==> config.mk <==
export PLATFORM = sky130hd
export DESIGN_NAME = lapb_link
export DESIGN_NICKNAME = d
export VERILOG_FILES = /design/src/rtl/lapb_pkg.sv /design/src/rtl/lapb_clk_gen.sv /design/src/rtl/lapb_link.sv
export VERILOG_INCLUDE_DIRS = /design/src /design/src/rtl
export SDC_FILE = /design/constraint.sdc
export NUM_CORES = 1
export LEC_CHECK = 0
export CORE_MARGIN = 5
export CORE_UTILIZATION = 45
export CTS_BUF_LIST = sky130_fd_sc_hd__clkbuf_16
export CTS_CLUSTER_DIAMETER = 40
export CTS_CLUSTER_SIZE = 25
export DETAILED_ROUTE_END_ITERATION = 7
export DONT_BUFFER_PORTS = 1
export GPL_ROUTABILITY_DRIVEN = 0
export HOLD_SLACK_MARGIN = 0.02
export PLACE_DENSITY = 0.65
export SYNTH_ARGS = -nofsm -noshare
export SYNTH_HDL_FRONTEND = slang
export SYNTH_SLANG_ARGS = --single-unit
==> constraint.sdc <==
create_clock -name i_clk -period 10.4 [get_ports i_clk]
set_input_delay 1.04 -clock i_clk [delete_from_list [all_inputs] [get_ports i_clk]]
set_output_delay 1.04 -clock i_clk [all_outputs]
set_load 0.02 [all_outputs]
==> src/rtl/lapb_params.svh <==
// Constants for the link layer block: offsets, field positions, resets, timing.
// Assumes a 20 MHz system clock and a plain single-cycle register port.
// Functional notes
// - After the line drops the block waits the programmable modem-signal time (1000 to 10000 ms, 10 ms steps) before declaring the line down.
// - When supplying line timing the block drives its transmit clock at the chosen speed of 4800, 9600 or 19200 bps.
// - When the modem supplies timing the block works with any external line rate from 140 to 19200 bps.
// - The physical role is fixed as the terminal side of an X.21bis interface and cannot be selected.
// - Both stations run the balanced link access procedure for frame exchange.
// - Information frame sequence numbers count modulo 8 from 0 to 7 and wrap.
// - No more unacknowledged information frames are outstanding than window K, from 1 to 7, with 7 recommended.
// - Recovery starts when a sent frame is not acknowledged within T1, programmable from 1000 to 30000 ms in 10 ms steps.
// - A frame is sent at most 20 times in total including the first, a fixed limit; any accepted ack restarts the count, even one acknowledging no new frame.
// - The link role is terminal side unless the network type is the link-responder option, which makes it network side.
// - The maximum information frame length is fixed at 1048 bits, which is 131 bytes.
// - The configuration listing reports the maximum frame length in bytes.
// - Fast select is not supported, so accepted incoming calls stay within the maximum frame length.
// - The network type carries a count of called-address digits used to interpret incoming called addresses; the block only stores the count and never reads it.
// - A two-digit sub-address selects the port, and the no-sub-address type is used when the network lacks it; the block selects no port.
`ifndef LAPB_PARAMS_SVH
`define LAPB_PARAMS_SVH

`define LAPB_ADDR_CTRL 4'h0
`define LAPB_ADDR_MODEM_TMR 4'h1
`define LAPB_ADDR_T1 4'h2
`define LAPB_ADDR_STATUS 4'h3
`define LAPB_ADDR_IRQ_STAT 4'h4
`define LAPB_ADDR_IRQ_MASK 4'h5
`define LAPB_ADDR_CONFIG_LIST 4'h6
`define LAPB_ADDR_SEQ 4'h7

`define LAPB_CLK_HZ 20000000
`define LAPB_TICK_MS 10
`define LAPB_TICK_CYCLES ((`LAPB_CLK_HZ / 1000) * `LAPB_TICK_MS)
`define LAPB_MODEM_TMR_MIN 100
`define LAPB_MODEM_TMR_MAX 1000
`define LAPB_MODEM_TMR_RST 16'h0064
`define LAPB_T1_MIN 100
`define LAPB_T1_MAX 3000
`define LAPB_T1_RST 16'h012C
`define LAPB_N2 20
`define LAPB_N1_BITS 1048
`define LAPB_N1_BYTES 131
`define LAPB_K_RST 3'h7
`define LAPB_BAUD_4800 4800
`define LAPB_BAUD_9600 9600
`define LAPB_BAUD_19200 19200
`define LAPB_LINE_MIN_BPS 140
`define LAPB_LINE_MAX_BPS 19200

`define LAPB_CTRL_K_LSB 0
`define LAPB_CTRL_SPEED_LSB 3
`define LAPB_CTRL_INTCLK_BIT 5
`define LAPB_CTRL_NETTYPE_LSB 6
`define LAPB_CTRL_DIGITS_LSB 8
`define LAPB_CTRL_SUBADDR_LSB 12
`define LAPB_CTRL_RST 32'h0000_0007

`define LAPB_IRQ_LINE_DOWN 0
`define LAPB_IRQ_T1_EXPIRE 1
`define LAPB_IRQ_LINK_FAIL 2
`define LAPB_IRQ_ACKED 3

`endif

==> src/rtl/lapb_pkg.sv <==
// Types shared by the link layer modules.
// Assumes lapb_params.svh supplies the numeric constants.
package lapb_pkg;
    typedef enum logic [1:0] {
        LAPB_NT_GENERIC_TERMINAL,
        LAPB_NT_NO_SUBADDRESS,
        LAPB_NT_LINK_RESPONDER,
        LAPB_NT_RESERVED
    } lapb_nettype_t;

    typedef enum logic [1:0] {
        LAPB_SPD_4800,
        LAPB_SPD_9600,
        LAPB_SPD_19200,
        LAPB_SPD_RSVD
    } lapb_speed_t;

    typedef enum {
        LAPB_LINK_DOWN,
        LAPB_LINK_SETUP,
        LAPB_LINK_UP,
        LAPB_LINK_RECOVER
    } lapb_link_t;
endpackage : lapb_pkg

==> src/rtl/lapb_clk_gen.sv <==
// Internal transmit clock generator for the line.
// Assumes a 20 MHz system clock; output toggles from a register.
`timescale 1ns/10ps
`default_nettype none
`include "lapb_params.svh"

module lapb_clk_gen
    import lapb_pkg::*;
(
    input wire logic i_clk,
    input wire logic i_rst,
    input wire lapb_pkg::lapb_speed_t i_speed,
    output logic o_line_clk
);
    typedef struct packed {
        logic [11:0] cnt;
        logic clk;
    } lapb_cg_state_t;

    lapb_cg_state_t s_reg;
    lapb_cg_state_t s_next;
    logic [11:0] half;

    // Half period count in system cycles for each chosen speed.
    always_comb
    begin
        case (i_speed)
            LAPB_SPD_9600: half = 12'((`LAPB_CLK_HZ / (2 * `LAPB_BAUD_9600)) - 1);
            LAPB_SPD_19200: half = 12'((`LAPB_CLK_HZ / (2 * `LAPB_BAUD_19200)) - 1);
            default: half = 12'((`LAPB_CLK_HZ / (2 * `LAPB_BAUD_4800)) - 1);
        endcase
    end

    // Divider that toggles the line clock at each half period.
    always_comb
    begin
        s_next = s_reg;
        if (s_reg.cnt >= half)
        begin
            s_next.cnt = 12'h000;
            s_next.clk = ~s_reg.clk;
        end
        else
        begin
            s_next.cnt = s_reg.cnt + 12'h001;
        end
    end

    // State register.
    always_ff @(posedge i_clk)
    begin
        if (i_rst)
            s_reg <= '0;
        else
            s_reg <= s_next;
    end

    assign o_line_clk = s_reg.clk;

    // The divider count never passes 2083, whatever speed is chosen.
    a_half_bound: assert property (@(posedge i_clk) disable iff (i_rst)
        (s_reg.cnt <= 12'd2083))
        else $error("line clock divider ran past its half period");
endmodule : lapb_clk_gen
`default_nettype wire

==> src/rtl/lapb_link.sv <==
// Link layer top: line monitor, clock choice, I-frame sequencing, T1 and N2.
// Assumes a single-cycle register port and modem pins from outside the clock domain.
//
// Local design decisions: the register addresses and strobed register access.
`timescale 1ns/10ps
`default_nettype none
`include "lapb_params.svh"

module lapb_link
    import lapb_pkg::*;
(
    input wire logic i_clk,
    input wire logic i_rst,
    input wire logic [3:0] i_addr,
    input wire logic [31:0] i_wdata,
    input wire logic i_wr,
    input wire logic i_rd,
    output logic [31:0] o_rdata,
    input wire logic i_carrier,
    input wire logic i_modem_clk,
    input wire logic i_tx_req,
    input wire logic i_ack_valid,
    input wire logic [2:0] i_ack_nr,
    input wire logic i_link_est,
    output logic o_tx_send,
    output logic [2:0] o_tx_ns,
    output logic o_tx_ready,
    output logic o_line_clk,
    output logic o_line_up,
    output logic o_role_network,
    output logic o_link_fail,
    output logic o_irq
);
    typedef struct packed {
        logic [31:0] ctrl;
        logic [15:0] modem_tmr;
        logic [15:0] t1;
        logic [3:0] irq_stat;
        logic [3:0] irq_mask;
        logic [31:0] rdata;
        logic [1:0] car_sync;
        logic [2:0] mclk_sync;
        logic [18:0] tick_cnt;
        logic [15:0] drop_cnt;
        logic line_up;
        logic [2:0] vs;
        logic [2:0] va;
        logic [15:0] t1_cnt;
        logic t1_run;
        logic [4:0] tries;
        logic send;
        logic [2:0] ns;
        logic ready;
        logic fail;
        logic irq;
        logic [15:0] edge_cnt;
        lapb_link_t link;
    } lapb_state_t;

    lapb_state_t s_reg;
    lapb_state_t s_next;
    logic int_clk;
    logic tick;
    logic [2:0] outstanding;
    logic [3:0] events;

    // Number of frames sent and not yet acknowledged, modulo 8.
    function automatic logic [2:0] seq_dist(input logic [2:0] a, input logic [2:0] b);
        seq_dist = a - b;
    endfunction : seq_dist

    // Internal line clock used when the block supplies timing.
    lapb_clk_gen u_clk_gen (
        .i_clk(i_clk),
        .i_rst(i_rst),
        .i_speed(lapb_speed_t'(s_reg.ctrl[`LAPB_CTRL_SPEED_LSB +: 2])),
        .o_line_clk(int_clk)
    );

    assign tick = (s_reg.tick_cnt == 19'(`LAPB_TICK_CYCLES - 1));
    assign outstanding = seq_dist(s_reg.vs, s_reg.va);

    // Main next-state logic.
    always_comb
    begin
        s_next = s_reg;
        events = 4'h0;
        s_next.send = 1'b0;
        s_next.fail = 1'b0;
        s_next.rdata = 32'h0000_0000;

        // Synchronisers for the modem pins; carrier is read at the second stage, the modem clock at the second and third.
        s_next.car_sync = {s_reg.car_sync[0], i_carrier};
        s_next.mclk_sync = {s_reg.mclk_sync[1:0], i_modem_clk};

        // Ten millisecond time base.
        s_next.tick_cnt = tick ? 19'h00000 : s_reg.tick_cnt + 19'h00001;

        // Line drop supervision: declare down after the modem-signal time.
        if (s_reg.car_sync[1])
        begin
            s_next.drop_cnt = 16'h0000;
            s_next.line_up = 1'b1;
        end
        else if (s_reg.line_up && tick)
        begin
            if (s_reg.drop_cnt + 16'h0001 >= s_reg.modem_tmr)
            begin
                s_next.line_up = 1'b0;
                events[`LAPB_IRQ_LINE_DOWN] = 1'b1;
            end
            s_next.drop_cnt = s_reg.drop_cnt + 16'h0001;
        end

        // Modem clock edges are only counted; any rate in range is accepted.
        if (s_reg.mclk_sync[2:1] == 2'b01)
            s_next.edge_cnt = s_reg.edge_cnt + 16'h0001;

        // Link state: establishment, data transfer and failure recovery.
        case (s_reg.link)
            LAPB_LINK_DOWN:
                if (s_reg.line_up)
                    s_next.link = LAPB_LINK_SETUP;
            LAPB_LINK_SETUP:
                if (i_link_est)
                begin
                    s_next.link = LAPB_LINK_UP;
                    s_next.vs = 3'h0;
                    s_next.va = 3'h0;
                    s_next.tries = 5'h00;
                    s_next.t1_run = 1'b0;
                end
            LAPB_LINK_UP:
            begin
                if (i_ack_valid && seq_dist(i_ack_nr, s_reg.va) <= outstanding)
                begin
                    s_next.va = i_ack_nr;
                    s_next.tries = (i_ack_nr != s_reg.vs) ? 5'h01 : 5'h00;
                    s_next.t1_cnt = 16'h0000;
                    s_next.t1_run = (i_ack_nr != s_reg.vs);
                    if (i_ack_nr != s_reg.va)
                        events[`LAPB_IRQ_ACKED] = 1'b1;
                end
                if (i_tx_req && outstanding < s_reg.ctrl[`LAPB_CTRL_K_LSB +: 3])
                begin
                    s_next.send = 1'b1;
                    s_next.ns = s_reg.vs;
                    s_next.vs = s_reg.vs + 3'h1;
                    if (!s_next.t1_run)
                    begin
                        s_next.t1_run = 1'b1;
                        s_next.t1_cnt = 16'h0000;
                        s_next.tries = 5'h01;
                    end
                end
                if (s_reg.t1_run && tick && !i_ack_valid)
                begin
                    if (s_reg.t1_cnt + 16'h0001 >= s_reg.t1)
                    begin
                        events[`LAPB_IRQ_T1_EXPIRE] = 1'b1;
                        s_next.t1_cnt = 16'h0000;
                        if (s_reg.tries >= 5'(`LAPB_N2))
                        begin
                            s_next.fail = 1'b1;
                            events[`LAPB_IRQ_LINK_FAIL] = 1'b1;
                            s_next.link = LAPB_LINK_RECOVER;
                            s_next.t1_run = 1'b0;
                        end
                        else
                        begin
                            s_next.tries = s_reg.tries + 5'h01;
                            s_next.send = 1'b1;
                            s_next.ns = s_reg.va;
                            s_next.vs = s_reg.va + 3'h1;
                        end
                    end
                    else
                        s_next.t1_cnt = s_reg.t1_cnt + 16'h0001;
                end
            end
            LAPB_LINK_RECOVER:
            begin
                s_next.fail = 1'b0;
                s_next.link = LAPB_LINK_SETUP;
            end
            default:
                s_next.link = LAPB_LINK_DOWN;
        endcase
        if (!s_reg.line_up && s_reg.link != LAPB_LINK_DOWN)
        begin
            s_next.link = LAPB_LINK_DOWN;
            s_next.t1_run = 1'b0;
        end
        // Ready mirrors the next link state so the output comes from a flip-flop.
        s_next.ready = (s_next.link == LAPB_LINK_UP);

        // Register writes; out-of-range timer values are clamped.
        if (i_wr)
        begin
            case (i_addr)
                `LAPB_ADDR_CTRL:
                begin
                    s_next.ctrl = i_wdata;
                    if (i_wdata[`LAPB_CTRL_K_LSB +: 3] == 3'h0)
                        s_next.ctrl[`LAPB_CTRL_K_LSB +: 3] = 3'h1;
                end
                `LAPB_ADDR_MODEM_TMR:
                    if (i_wdata[15:0] < 16'(`LAPB_MODEM_TMR_MIN))
                        s_next.modem_tmr = 16'(`LAPB_MODEM_TMR_MIN);
                    else if (i_wdata[15:0] > 16'(`LAPB_MODEM_TMR_MAX))
                        s_next.modem_tmr = 16'(`LAPB_MODEM_TMR_MAX);
                    else
                        s_next.modem_tmr = i_wdata[15:0];
                `LAPB_ADDR_T1:
                    if (i_wdata[15:0] < 16'(`LAPB_T1_MIN))
                        s_next.t1 = 16'(`LAPB_T1_MIN);
                    else if (i_wdata[15:0] > 16'(`LAPB_T1_MAX))
                        s_next.t1 = 16'(`LAPB_T1_MAX);
                    else
                        s_next.t1 = i_wdata[15:0];
                `LAPB_ADDR_IRQ_MASK:
                    s_next.irq_mask = i_wdata[3:0];
                default:
                    s_next.irq_mask = s_next.irq_mask;
            endcase
        end

        // Sticky status: write one clears, a new event in the same cycle wins.
        s_next.irq_stat = s_reg.irq_stat;
        if (i_wr && i_addr == `LAPB_ADDR_IRQ_STAT)
            s_next.irq_stat = s_reg.irq_stat & ~i_wdata[3:0];
        s_next.irq_stat = s_next.irq_stat | events;
        s_next.irq = |(s_next.irq_stat & s_next.irq_mask);

        // Register reads, answered in the next cycle.
        if (i_rd)
        begin
            case (i_addr)
                `LAPB_ADDR_CTRL: s_next.rdata = s_reg.ctrl;
                `LAPB_ADDR_MODEM_TMR: s_next.rdata = {16'h0000, s_reg.modem_tmr};
                `LAPB_ADDR_T1: s_next.rdata = {16'h0000, s_reg.t1};
                `LAPB_ADDR_STATUS:
                    s_next.rdata = {s_reg.edge_cnt, 3'h0, s_reg.tries, 1'b0, outstanding,
                        s_reg.va, s_reg.line_up};
                `LAPB_ADDR_IRQ_STAT: s_next.rdata = {28'h0000000, s_reg.irq_stat};
                `LAPB_ADDR_IRQ_MASK: s_next.rdata = {28'h0000000, s_reg.irq_mask};
                `LAPB_ADDR_CONFIG_LIST:
                    s_next.rdata = {16'h0000, 8'(`LAPB_N2), 8'(`LAPB_N1_BYTES)};
                `LAPB_ADDR_SEQ: s_next.rdata = {26'h0000000, s_reg.vs, s_reg.va};
                default: s_next.rdata = 32'h0000_0000;
            endcase
        end
    end

    // State register.
    always_ff @(posedge i_clk)
    begin
        if (i_rst)
        begin
            s_reg <= '0;
            s_reg.ctrl <= `LAPB_CTRL_RST;
            s_reg.modem_tmr <= `LAPB_MODEM_TMR_RST;
            s_reg.t1 <= `LAPB_T1_RST;
            s_reg.link <= LAPB_LINK_DOWN;
            o_line_clk <= 1'b0;
            o_role_network <= 1'b0;
        end
        else
        begin
            s_reg <= s_next;
            // Own clock when the internal clock is chosen, else follow the modem.
            o_line_clk <= s_reg.ctrl[`LAPB_CTRL_INTCLK_BIT] ? int_clk : s_reg.mclk_sync[1];
            // Physical side is always terminal; only the link role follows the type.
            o_role_network <= (s_reg.ctrl[`LAPB_CTRL_NETTYPE_LSB +: 2] == 2'(LAPB_NT_LINK_RESPONDER));
        end
    end

    // Output assignments straight from the state register.
    assign o_rdata = s_reg.rdata;
    assign o_tx_send = s_reg.send;
    assign o_tx_ns = s_reg.ns;
    assign o_tx_ready = s_reg.ready;
    assign o_line_up = s_reg.line_up;
    assign o_link_fail = s_reg.fail;
    assign o_irq = s_reg.irq;

    // Window is never exceeded.
    a_window_limit: assert property (@(posedge i_clk) disable iff (i_rst)
        (s_reg.link == LAPB_LINK_UP) |-> (outstanding <= s_reg.ctrl[2:0]))
        else $error("outstanding frames exceed window");

    // Send numbers step by one modulo eight on a fresh send.
    a_seq_step: assert property (@(posedge i_clk) disable iff (i_rst)
        (s_reg.send && !$past(s_reg.t1_run && s_reg.t1_cnt == 16'h0000 && s_reg.send))
        |-> (s_reg.vs == $past(s_reg.vs) + 3'h1 || s_reg.vs == $past(s_reg.va) + 3'h1))
        else $error("send sequence did not step modulo eight");

    // Tries never exceed the fixed limit.
    a_retry_cap: assert property (@(posedge i_clk) disable iff (i_rst)
        s_reg.tries <= 5'd20)
        else $error("retry count passed twenty");

    // Link failure is in recovery in the same cycle, and the fail pulse ends in the next.
    a_fail_recover: assert property (@(posedge i_clk) disable iff (i_rst)
        $rose(s_reg.fail) |-> (s_reg.link == LAPB_LINK_RECOVER) ##1 !s_reg.fail)
        else $error("failed link did not start recovery");

    // Line stays up while carrier is present.
    a_line_hold: assert property (@(posedge i_clk) disable iff (i_rst)
        s_reg.car_sync[1] |=> s_reg.line_up)
        else $error("line declared down with carrier present");

    // T1 stays inside its programmable range; the modem-signal time stays at or above its minimum.
    a_timer_range: assert property (@(posedge i_clk) disable iff (i_rst)
        (s_reg.t1 >= 16'd100) && (s_reg.t1 <= 16'd3000) && (s_reg.modem_tmr >= 16'd100))
        else $error("timer setting out of range");

    // Listing reports the frame length in bytes.
    a_list_bytes: assert property (@(posedge i_clk) disable iff (i_rst)
        (i_rd && i_addr == 4'h6) |=> (o_rdata[7:0] == 8'd131))
        else $error("frame length not listed as bytes");

    // Network role follows the link-responder type.
    a_role_type: assert property (@(posedge i_clk) disable iff (i_rst)
        ##2 (o_role_network == ($past(s_reg.ctrl[7:6]) == 2'd2)))
        else $error("link role does not follow network type");

    // A frame sent or resent always lies inside the open window.
    a_ns_window: assert property (@(posedge i_clk) disable iff (i_rst)
        s_reg.send |-> (seq_dist(s_reg.ns, s_reg.va) < seq_dist(s_reg.vs, s_reg.va)))
        else $error("sent frame number outside the window");

    // A running T1 always has at least one transmission on the count.
    a_tries_live: assert property (@(posedge i_clk) disable iff (i_rst)
        s_reg.t1_run |-> (s_reg.tries != 5'd0))
        else $error("T1 running with no transmission counted");

    // T1 starts from zero with the first transmission counted.
    a_t1_start: assert property (@(posedge i_clk) disable iff (i_rst)
        $rose(s_reg.t1_run) |-> (s_reg.t1_cnt == 16'd0) && (s_reg.tries == 5'd1))
        else $error("T1 did not start fresh");
endmodule : lapb_link
`default_nettype wire

==> results.json <==
{
  "worstMarginPinSlew_ns": 1.18,
  "cp-end-kind": "flip-flop",
  "cp_cell_sequence": "ha_1 -> nand3_1 -> nor3_1 -> and3_1 -> nand3_1 -> xnor2_1 -> ha_1 -> nand4_1 -> a211oi_1 -> nor3_1 -> nand3_1 -> or2_0 -> or3_1 -> a21oi_1",
  "start_kind": "flip-flop",
  "period_minus_slack_ns": 4.54,
  "synth_area_um2": 11400,
  "p_comb_share_pct": 2.0,
  "cts_hold_buf": 0,
  "grt_pass1_wl_mm": 45.3,
  "rsz0062_at_grt": "false",
  "pwr-share-clk_pct": 54.7,
  "io_pins": 90,
  "pwr-share-seq_pct": 43.2,
  "ant_nets": 0,
  "cts_tree": "done",
  "cts_root_buf": "clkbuf_16",
  "layout.nets": 1407,
  "netSwitchingPower_mw": 0.487,
  "startpoint": "s_reg[61]",
  "r2r_cells": 14,
  "pwr_density_cell_nw_per_um2": 174,
  "insertion_delay_ns": 0.52,
  "post-cts-setup-buffer-count": 0,
  "hpwl_mm": 20.2,
  "hold_viol_final": 0,
  "cts_buffers": 36,
  "critical_path_buf_inv_count": 0,
  "num_vias": 8987,
  "setup_violations": 0,
  "post_cts_resized": 0,
  "async_reset_ff_share_pct": 0,
  "avgSynthCellArea_um2": 8.65,
  "drt_drc_violations_left": 0,
  "synth-seq-area-share_pct": 42.5,
  "ys_types": 72,
  "n_antenna_cell": 0,
  "gr-total-overflow": 0,
  "critPathRequiredTime_ns": 10.84,
  "ir_drop_mv": 0.125,
  "clkSlewWorstSetupHoldPaths_ns": 0.06,
  "antenna_found_initial": 1,
  "first_iter_violations": 636,
  "r2r_setup_slack_ns": 5.86,
  "path_max_fanout": 16,
  "worstReg2RegStart": "s_reg[61]",
  "power.leakage_nw": 4.85,
  "ys_ff_latch": 243,
  "dpl_cell_area_um2": 11500,
  "largest_reg_flops": 185,
  "instances_no_fill": 1655,
  "final_util_pct": 50.6,
  "totalWireLength_mm": 28.2,
  "start_util_pct": 45.6,
  "core_region_area_um2": 25100,
  "slew_viol_final": 0,
  "finalWorstSetupSlack_ns": 5.86,
  "cp_slowest_cell": "nand3_1",
  "cp_common_cell": "nand3_1",
  "pre_cts_ws_ns": 5.89,
  "internal-power_mw": 1.72,
  "fmax_ghz": 0.220,
  "fp.dieArea_um2": 28700,
  "design_area_um2": 12700,
  "cap_violations": 0,
  "grt_pass1_vias": 8672,
  "wl_per_cell_um": 17.1,
  "die_x_um": 169,
  "grt_use_total_pct": 19.2,
  "ys_warn_count": 0,
  "maxSlewHeadroom_pct": 21.0,
  "synthToLayoutAreaGrowth_pct": 11.1,
  "synth_edf_count": 0,
  "rows": 58,
  "syn_inst": 1323,
  "cts_max_path_buffers": 3,
  "fp.dieH_um": 169,
  "cp.arrival_ns": 4.98,
  "htree_levels": 2,
  "swShare_pct": 22.1,
  "max_stage_delay_ns": 0.58,
  "endpoint": "s_reg[64]",
  "viasPerCell": 5.43,
  "critPathTopFamily": "simple AND/OR/NAND/NOR gates",
  "drt-pass1-iter-count": 5,
  "cts_sinks": 243,
  "critPathKind": "reg2reg",
  "drive_above_1_share_pct": 6.79,
  "hold_class": "reg2reg",
  "synth-main-ff-cell": "dfxtp_1",
  "dpl.cell_count": 1590,
  "port_buffers": 0,
  "reg2reg_to": "s_reg[64]",
  "cp.depth": 14,
  "fin_setup_tns_ns": 0,
  "status": "finished, final reports clean",
  "post-route-period-util_pct": 43.6,
  "grt_max_degree": 137,
  "clock_skew_ns": 0.0282
}
-- final cells by class --
cell class / instances / area [um^2]
Fill cell: 2398 / 12400
Clock inverter: 28 / 287
Tap cell: 330 / 413
Multi-Input combinational cell: 957 / 5980
Timing Repair Buffer: 4 / 30.0
Clock buffer: 37 / 926
Inverter: 56 / 210
Sequential cell: 243 / 4860
-- cells in the final DEF, fill, tap and decap left out, drive strengths merged, types with 13 or more instances in the layout --
| cell type | n |
|---|---|
| dfxtp | 243 |
| nor2 | 149 |
| nand2 | 135 |
| a21oi | 82 |
| inv | 64 |
| ha | 59 |
| xor2 | 58 |
| a22oi | 45 |
| nor3 | 45 |
| nand3 | 37 |
| clkbuf | 37 |
| o21ai | 33 |
| xnor2 | 31 |
| conb | 30 |
| and3 | 26 |
| nand4 | 20 |
| mux2i | 19 |
| nor2b | 16 |
| nand2b | 16 |
| nor4 | 15 |
| a211oi | 14 |
| clkinv | 13 |
-- power groups by stage --
| stage | combinational [mW] | sequential (mW) | clock, mW |
|---|---|---|---|
| final | 0.0450 | 0.954 | 1.21 |
| after global routing | 0.0511 | 0.954 | 1.28 |
| after CTS | 0.0448 | 0.953 | 1.23 |
| after detailed placement | 0.0445 | 0.973 | 0 |
| after global placement | 0.0435 | 0.973 | 0 |
| after floorplan | 0.0480 | 0.970 | 0 |
-- synthesized netlist by cell type, drive strengths merged, types with 4 or more instances --
| cell type | count | area share [%] |
|---|---|---|
| dfxtp | 243 | 43 |
| and4 | 5 | 0.38 |
| nor2b | 16 | 0.87 |
| o211ai | 6 | 0.39 |
| nand2 | 135 | 4.4 |
| o21ai | 33 | 1.4 |
| or3 | 11 | 0.60 |
| nor2 | 149 | 5.0 |
| nor3 | 45 | 2.0 |
| nand3 | 37 | 1.6 |
| xor2 | 58 | 4.4 |
| a21boi | 4 | 0.26 |
| nor4 | 15 | 0.82 |
| inv | 56 | 1.8 |
| nor3b | 7 | 0.46 |
| xnor2 | 31 | 2.4 |
| or2 | 6 | 0.33 |
| a22oi | 45 | 3.0 |
| a21o | 9 | 0.59 |
| and3 | 26 | 1.4 |
| o21bai | 7 | 0.46 |
| buf | 44 | 2.7 |
| clkbuf | 52 | 1.7 |
| nand2b | 16 | 0.87 |
| o21a | 7 | 0.46 |
| ha | 59 | 6.5 |
| a31oi | 9 | 0.49 |
| nand3b | 8 | 0.52 |
| nand4 | 20 | 1.1 |
| a211oi | 14 | 1.0 |
| or3b | 4 | 0.31 |
| a221oi | 4 | 0.31 |
| mux2i | 19 | 1.7 |
| a21oi | 82 | 3.6 |
-- cells by family (layout without fill, tap and decap cells) --
kind of cell	Yosys count	count (layout)	synth area share, %
AOI/OAI and AO/OA	250	250	14.5
xor gates and xnor gates	89	89	6.81
adders and majority gates	61	61	6.80
buffers and inverters	152	125	6.24
DFF	243	243	42.5
muxes	20	20	1.76
other	1	30	0.0328
and+or+nand+nor	507	507	21.3
-- stage by stage --
stage,hold WS (ns),total power [mW]
after floorplan,0.414,1.02
after global placement,0.439,1.02
after detailed placement,0.430,1.02
after CTS,0.451,2.23
after global routing,0.470,2.28
final,0.455,2.21
-- how the worst min path moves through the flow --
stage / start / end / depth (start not counted)
2_1_floorplan: s_next[120] / s_next[121] / 1
3_3_place_gp: s_reg[216] / s_reg[216] / 2
3_5_place_dp: s_next[120] / s_next[121] / 1
4_1_cts: s_reg[206] / s_reg[206] / 2
5_1_grt: s_reg[212] / s_reg[212] / 2
6_report: s_reg[206] / s_reg[206] / 2
-- routing by layer --
| layer | up-vias | wire, um | track usage (%) | share of wire (%) |
|---|---|---|---|---|
| li1 | 4490 | - | - | - |
| met1 | 4134 | 12300 | 25.1 | 44 |
| met2 | 310 | 12400 | 29.9 | 44 |
| met3 | 51 | 2590 | 6.10 | 9.2 |
| met4 | 2 | 845 | 7.46 | 3.0 |
| met5 | - | 20 | 0 | 0.071 |
-- worst min-delay path, delay by kind of cell, from the launching register on --
family / cells / cell delay [ns]
and+or+nand+nor: 1 / 0.05
DFF: 1 / 0.31
AOI/OAI and AO/OA: 1 / 0.05
Note: power is estimated with default switching activity, not from simulation.
